**config.mk**
```make
export PLATFORM = sky130hd
export DESIGN_NAME = mbc_bus_master
export DESIGN_NICKNAME = d
export VERILOG_FILES = /design/src/rtl/mbc_pkg.sv /design/src/rtl/mbc_bus_master.sv /design/src/rtl/mbc_phase_timer.sv
export SDC_FILE = /design/constraint.sdc
export NUM_CORES = 1
export LEC_CHECK = 0
export BUFFER_PORTS_ARGS = -buffer_cell sky130_fd_sc_hd__buf_4
export CAP_MARGIN = 20
export CORE_ASPECT_RATIO = 1.2
export CORE_MARGIN = 1.5
export CORE_UTILIZATION = 40
export DETAILED_ROUTE_END_ITERATION = 8
export PLACE_DENSITY_LB_ADDON = 0.12
export SYNTH_ARGS = -nofsm -noshare
export SYNTH_HDL_FRONTEND = slang
export SYNTH_HIERARCHICAL = 1
export SYNTH_SLANG_ARGS = --single-unit
```
**constraint.sdc**
```tcl
create_clock -name clk -period 1.84 [get_ports clk]
set_input_delay 0.092 -clock clk [delete_from_list [all_inputs] [get_ports clk]]
set_output_delay 0.092 -clock clk [all_outputs]
set_load 0.02 [all_outputs]
```
**src/rtl/mbc_pkg.sv**
```systemverilog
package mbc_pkg;

  // ==========================================================================
  // Bus widths
  localparam int MBC_ADDR_W = 16;
  localparam int MBC_DATA_W = 8;

  // ==========================================================================
  // Transfer kinds requested by the core
  typedef enum logic [1:0] {
    MBC_OP_READ  = 2'h0,
    MBC_OP_WRITE = 2'h1,
    MBC_OP_INTERRUPT_ACK_N  = 2'h2
  } mbc_op_e;

  // Request from the core side
  typedef struct packed {
    mbc_op_e                 op;
    logic                    io_space;
    logic [MBC_ADDR_W-1:0]   addr;
    logic [MBC_DATA_W-1:0]   wdata;
  } mbc_req_s;

  // ==========================================================================
  // Phase lengths in clock cycles
  localparam logic [3:0] MBC_LATCH_CYC  = 4'h1;
  localparam logic [3:0] MBC_STROBE_CYC = 4'h2;
  localparam logic [3:0] MBC_CNT_ZERO   = 4'h0;
  localparam logic [3:0] MBC_CNT_ONE    = 4'h1;

  // Idle values on the pins
  localparam logic [MBC_DATA_W-1:0] MBC_DATA_IDLE = 8'h00;
  localparam logic [MBC_ADDR_W-1:0] MBC_ADDR_IDLE = 16'h0000;

endpackage : mbc_pkg

```
**src/rtl/mbc_bus_master.sv**
```systemverilog
`timescale 1ns/100ps
module mbc_bus_master
  import mbc_pkg::*;
(
  // Clock and reset
  input  wire logic                  clk,
  input  wire logic                  reset_n,
  // Core request side
  input  wire logic                  req_valid,
  input  mbc_pkg::mbc_req_s          req,
  output logic                       req_ready,
  output logic                       rsp_valid,
  output logic [mbc_pkg::MBC_DATA_W-1:0] rsp_data,
  // Hold handshake
  input  wire logic                  hold_request,
  output logic                       bus_grant,
  // Bus pins
  output logic [7:0]                 upper_address,
  output logic [7:0]                 shared_addr_data_out,
  output logic                       shared_addr_data_oe,
  input  wire logic [7:0]            shared_addr_data_in,
  output logic                       addr_latch,
  output logic                       read_n,
  output logic                       write_n,
  output logic                       interrupt_ack_n,
  output logic                       io_space
);
  import mbc_pkg::*;

  // ==========================================================================
  // States
  typedef enum logic [3:0] {
    MBC_IDLE   = 4'b0001,
    MBC_LATCH  = 4'b0010,
    MBC_STROBE = 4'b0100,
    MBC_HOLD   = 4'b1000
  } mbc_state_e;

  // ==========================================================================
  // Cycle outline, the same for a read, a write and an acknowledge
  //   take edge   : full address and space select out, latch strobe high
  //   latch end   : latch strobe low, the strobe of the transfer kind falls,
  //                 and the shared lines turn to write data or are let go
  //   strobe end  : the strobe rises; read data is sampled on this very edge,
  //                 while the far device still drives the lines
  //   idle edge   : the shared lines are let go and parked at the idle value
  // Address and space select stay put from one take to the next, so neither
  // a far device nor an outside latch sees them move under a strobe.
  // A hold request is looked at only in idle and only while req_valid is low,
  // never inside a cycle. That costs up to one whole transfer of grant latency,
  // plus as long as req_valid stays high, but every strobe keeps its length
  // whether or not a grant is on the way.
  // Requests are taken in idle with hold_request low, whatever req_ready shows;
  // ready is a hint that matches the state but sees hold_request one edge late.

  mbc_state_e state_reg;
  mbc_state_e state_next;
  mbc_op_e    op_reg;
  logic [7:0] wdata_reg;
  logic       timer_load;
  logic [3:0] timer_len;
  logic       timer_done;

  // ==========================================================================
  // Phase timer shared by all strobe kinds, so their timing is identical
  mbc_phase_timer u_timer (
    .clk     (clk),
    .reset_n (reset_n),
    .load    (timer_load),
    .length  (timer_len),
    .done    (timer_done)
  );

  // ==========================================================================
  // Level of an active-low strobe in the strobe phase: low only for the
  // transfer kind that it names
  function automatic logic strobe_level(input mbc_op_e cur, input mbc_op_e kind);
    return (cur != kind);
  endfunction : strobe_level

  // Decoding of state and transitions
  wire logic start_cyc   = (state_reg == MBC_IDLE) && req_valid && !hold_request;
  wire logic enter_hold  = (state_reg == MBC_IDLE) && !req_valid && hold_request;
  wire logic latch_end   = (state_reg == MBC_LATCH) && timer_done;
  wire logic strobe_end  = (state_reg == MBC_STROBE) && timer_done;
  wire logic is_write    = (op_reg == MBC_OP_WRITE);

  // Strobe levels for the strobe phase, all from one decode so that no kind
  // can drift away from the others
  wire logic read_level  = strobe_level(op_reg, MBC_OP_READ);
  wire logic write_level = strobe_level(op_reg, MBC_OP_WRITE);
  wire logic ack_level   = strobe_level(op_reg, MBC_OP_INTERRUPT_ACK_N);

  // Shared lines in the strobe phase: write data stays on through the rising
  // write edge, a read or an acknowledge lets them go for the far device
  wire logic [7:0] strobe_data = is_write ? wdata_reg : MBC_DATA_IDLE;
  wire logic       strobe_oe   = is_write;

  assign timer_load = start_cyc || latch_end;
  assign timer_len  = start_cyc ? MBC_LATCH_CYC : MBC_STROBE_CYC;

  // Next state; a grant is only entered between cycles so strobes never shorten
  always_comb
  begin
    state_next = state_reg;
    unique case (state_reg)
      MBC_IDLE:
        if (start_cyc)
          state_next = MBC_LATCH;
        else if (enter_hold)
          state_next = MBC_HOLD;
      MBC_LATCH:
        if (latch_end)
          state_next = MBC_STROBE;
      MBC_STROBE:
        if (strobe_end)
          state_next = MBC_IDLE;
      MBC_HOLD:
        // Grant ends as soon as the request drops; the next cycle starts idle
        if (!hold_request)
          state_next = MBC_IDLE;
    endcase
  end

  // State and captured request
  always_ff @(posedge clk or negedge reset_n)
  begin
    if (!reset_n)
    begin
      state_reg <= MBC_IDLE;
      op_reg    <= MBC_OP_READ;
      wdata_reg <= MBC_DATA_IDLE;
    end
    else
    begin
      state_reg <= state_next;
      if (start_cyc)
      begin
        op_reg    <= req.op;
        wdata_reg <= req.wdata;
      end
    end
  end

  // ==========================================================================
  // Pin registers; every output comes from a flip-flop
  always_ff @(posedge clk or negedge reset_n)
  begin
    if (!reset_n)
    begin
      // Strobes idle high, lines let go, nothing granted
      upper_address        <= MBC_ADDR_IDLE[15:8];
      shared_addr_data_out <= MBC_DATA_IDLE;
      shared_addr_data_oe  <= 1'b0;
      addr_latch           <= 1'b0;
      read_n               <= 1'b1;
      write_n              <= 1'b1;
      interrupt_ack_n      <= 1'b1;
      io_space             <= 1'b0;
      bus_grant            <= 1'b0;
      req_ready            <= 1'b0;
      rsp_valid            <= 1'b0;
      rsp_data             <= MBC_DATA_IDLE;
    end
    else
    begin
      // Ready and grant look one state ahead, so each shows the state that
      // this edge enters rather than the one that it leaves
      req_ready <= (state_next == MBC_IDLE) && !hold_request;
      bus_grant <= (state_next == MBC_HOLD);
      rsp_valid <= 1'b0;
      if (start_cyc)
      begin
        // Full address out and latch pulse in the same phase
        upper_address        <= req.addr[15:8];
        shared_addr_data_out <= req.addr[7:0];
        shared_addr_data_oe  <= 1'b1;
        addr_latch           <= 1'b1;
        io_space             <= req.io_space;
      end
      else if (latch_end)
      begin
        addr_latch          <= 1'b0;
        // Reads release the lines; writes swap in data on the same edge that the latch falls
        read_n               <= read_level;
        interrupt_ack_n      <= ack_level;
        write_n              <= write_level;
        shared_addr_data_oe  <= strobe_oe;
        shared_addr_data_out <= strobe_data;
      end
      else if (strobe_end)
      begin
        // Data held through the rising write edge, captured there by devices
        read_n              <= 1'b1;
        write_n             <= 1'b1;
        interrupt_ack_n     <= 1'b1;
        rsp_valid           <= !is_write;
        // Device still drives until the read strobe rises, so sample now
        rsp_data            <= shared_addr_data_in;
      end
      else if (state_reg == MBC_IDLE)
      begin
        // Lines move on between cycles, ready for the next one
        shared_addr_data_oe  <= 1'b0;
        shared_addr_data_out <= MBC_DATA_IDLE;
      end
    end
  end

endmodule : mbc_bus_master

```
**src/rtl/mbc_phase_timer.sv**
```systemverilog
`timescale 1ns/100ps
// Counts down one bus phase and pulses done on its last cycle
module mbc_phase_timer
  import mbc_pkg::*;
(
  // Clock and reset
  input  wire logic       clk,
  input  wire logic       reset_n,
  // Control
  input  wire logic       load,
  input  wire logic [3:0] length,
  output wire logic       done
);

  logic [3:0] count_reg;
  logic [3:0] count_next;

  // ==========================================================================
  // Next count; done is a pure decode of the count, since the load that it
  // triggers outside would otherwise loop straight back into it
  assign done       = (count_reg == MBC_CNT_ONE);
  assign count_next = load ? length
                    : (count_reg != MBC_CNT_ZERO) ? count_reg - MBC_CNT_ONE
                    : MBC_CNT_ZERO;

  // Counter register
  always_ff @(posedge clk or negedge reset_n)
  begin
    if (!reset_n)
      count_reg <= MBC_CNT_ZERO;
    else
      count_reg <= count_next;
  end

endmodule : mbc_phase_timer

```
==> metrics.cfg <==
[sta]
finalHoldViolations = 0
period_minus_slack_ns = 1.72
fin_crit_sh_pct = 93.4
setup_ws_ns = 0.122
slew_headroom_pct = 58.0
final_max_slew_viol_count = 0
setup_viol = 0
worst_slew_pin_slew_ns = 0.630
fmax_mhz = 582
finClkSkew_ns = 0.00545

[finish]
multi_input_area_um2 = 868
nets = 341
fill_cells = 453
antenna_cells = 0
regArea_mm2 = 0.00128
drive_above_1_share_pct = 38.0
synthToLayoutAreaGrowth_pct = 43.5
instances_no_fill = 365

[drt]
drtAntennaViolNets = 0
wl_um = 4780
drc_errors = 0
first_iter_violations = 84
via_per_inst = 4.86
firstDrtPassIters = 4
vias = 1774
routedWlPerCell_um = 13.1

[logic_synthesis]
synth_seq_cells = 51
synth_cell_type_count = 40
ys.flop_type = dfrtp_1
synth_top_area_cell = dfrtp_1
yosys-top-cells-count = nand2_1, dfrtp_1, mux2_2
async_flop_share_pct = 100
yosysSeqAreaShare_pct = 58.7
netlist_area_mm2 = 0.00218
yosys-top-cells-area = dfrtp_1, nand2_1, mux2_2
synth-edff-count = 0
ys_warn_count = 6
syn_inst = 201
synth.avg_cell_area_um2 = 10.9
synth_top_area_share_pct = 53.9
yosysMostFrequentCell = nand2_1

[critical_path]
cp-start-kind = flop
crit_type = flop to flop
crit_path_max_fanout = 10
end_kind = flop
arrival_ns = 1.96
crit_family = simple AND/OR/NAND/NOR gates
crit_slowest_cell = dfrtp_1
required_ns = 2.08
max_stage_delay_ns = 0.40
path_buf_inv = 1
crit_chain = nor3_2 -> and2_4 -> and3b_2 -> nand2_2 -> nor3b_4 -> buf_12 -> a221o_1

[global_routing]
grt_pass1_vias = 1811
overflow = 0
grt_util_all_layers_pct = 17.4
grt_start_max_net_pins = 52
grt_pass1_wl_um = 8310
antenna_found_initial = 0

[floorplanning]
pin_count = 72
start_util_pct = 41.5
rows = 29
core_area_mm2 = 0.00526
die_w_um = 70.4
die_h_um = 83.9
dieArea_mm2 = 0.00591

[placement]
dp_hpwl_um = 3210
dp.cells = 337
dpl_worst_slack_ns = 0.0334
portBuffers = 71
place.gp.congestion = 0.760

[outcome]
status = complete, no violations

[power_and_ir_drop]
combPwrFrac_pct = 8.3
p_per_area_mw_per_mm2 = 610
p_total_mw = 1.91
leakage_nw = 1.71
p_switching_mw = 0.415
power_switching_share_pct = 21.7
ir_worst_vdd_uv = 376
power_frac_seq_pct = 59.4
p_int_mw = 1.49
pwr-share-clk_pct = 32.3

[clock_tree]
cts_made_buffers = 5
cts-root-buf = clkbuf_8
clkTransAtPathRegs_ns = 0.09
clock_latency_ns = 0.30
clockBufferDepth = 2
cts.sinks = 51
cts_tree = built
htree_levels = 2

[job]
maxCapViolCount = 0

[hold_path]
hp-class = input pin to flop

final timing paths:
path | cells past startpoint | slack, ns | from | to
setup reg to reg | 7 | 0.12 | u_timer/count_reg[1] | shared_addr_data_out[7]
hold reg to reg | 2 | 0.48 | wdata_reg[0] | wdata_reg[0]
hold / removal | 2 | 0.01 | req[9] | shared_addr_data_out[1]
max in group asynchronous | 2 | 1.07 | reset_n | u_timer/count_reg[0]
setup / recovery | 7 | 0.12 | u_timer/count_reg[1] | shared_addr_data_out[7]
min in group asynchronous | 2 | 0.35 | reset_n | upper_address[4]
timing repair:
| item | in CTS | in global routing |
|---|---|---|
| setup endpoints to repair | 0 | 21 |
| endpoints found under the hold margin | 65 | 0 |
| hold buffers | 19 | 0 |
| resized for setup | 0 | 5 |
| setup buffers | 0 | 1 |
final cells by class:
cell class / instances / share of cell area (%)
Tap cell: 62 / 2.48
Multi-Input combinational cell: 141 / 27.7
Clock inverter: 1 / 0.160
Inverter: 3 / 0.360
Timing Repair Buffer: 100 / 25.9
Sequential cell: 51 / 40.9
Clock buffer: 7 / 2.44
power by group through the flow:
stage	combinational, mW	sequential (mW)	clock (mW)
after floorplan	0.0154	1.17	0
after global placement	0.127	1.16	0
after detailed placement	0.129	1.16	0
after CTS	0.160	1.13	0.639
after global routing	0.175	1.14	0.692
final	0.158	1.13	0.618
per-stage QoR:
stage          util (%)  area, um2  hold slack (ns)  TNS [ns]
2_1_floorplan         -       2190           -0.204         0
3_3_place_gp       53.7       2830            0.162         0
3_5_place_dp       53.7       2830            0.167         0
4_1_cts            58.9       3100          0.00846         0
5_1_grt            59.5       3130          0.00255   -0.0106
6_report           59.5       3130           0.0146         0
cells by family after synthesis:
logic type | Yosys count | synth area share (%)
xor+xnor | 2 | 0.803
compound gates | 31 | 11.0
flops | 51 | 58.7
buf+inv | 10 | 2.75
mux | 10 | 5.16
simple gates | 96 | 21.4
other cells | 1 | 0.172
cells in the final DEF, fill, tap and decap left out, drive strengths merged, types with 2 or more instances in the layout:
master | synthesis | final
and3b | 2 | 2
nand2 | 63 | 63
a21oi | 9 | 9
nor2 | 7 | 7
conb | 1 | 2
o21ai | 5 | 5
clkbuf | 2 | 7
nand2b | 2 | 2
dlygate4sd3 | 0 | 19
inv | 3 | 3
nor2b | 8 | 8
buf | 5 | 81
mux2 | 10 | 10
o32a | 2 | 2
a221o | 8 | 8
dfrtp | 47 | 47
and2 | 4 | 4
dfstp | 4 | 4
o31ai | 3 | 3
nor3b | 3 | 3
layer usage:
layer | wire length, um | vias up | global-route usage, %
li1 | - | 878 | -
met1 | 2140 | 857 | 22.9
met2 | 2430 | 35 | 28.7
met3 | 167 | 4 | 3.62
met4 | 38 | 0 | 5.42
met5 | 0 | - | 0
No activity file was read; power rests on OpenSTA's default activity.
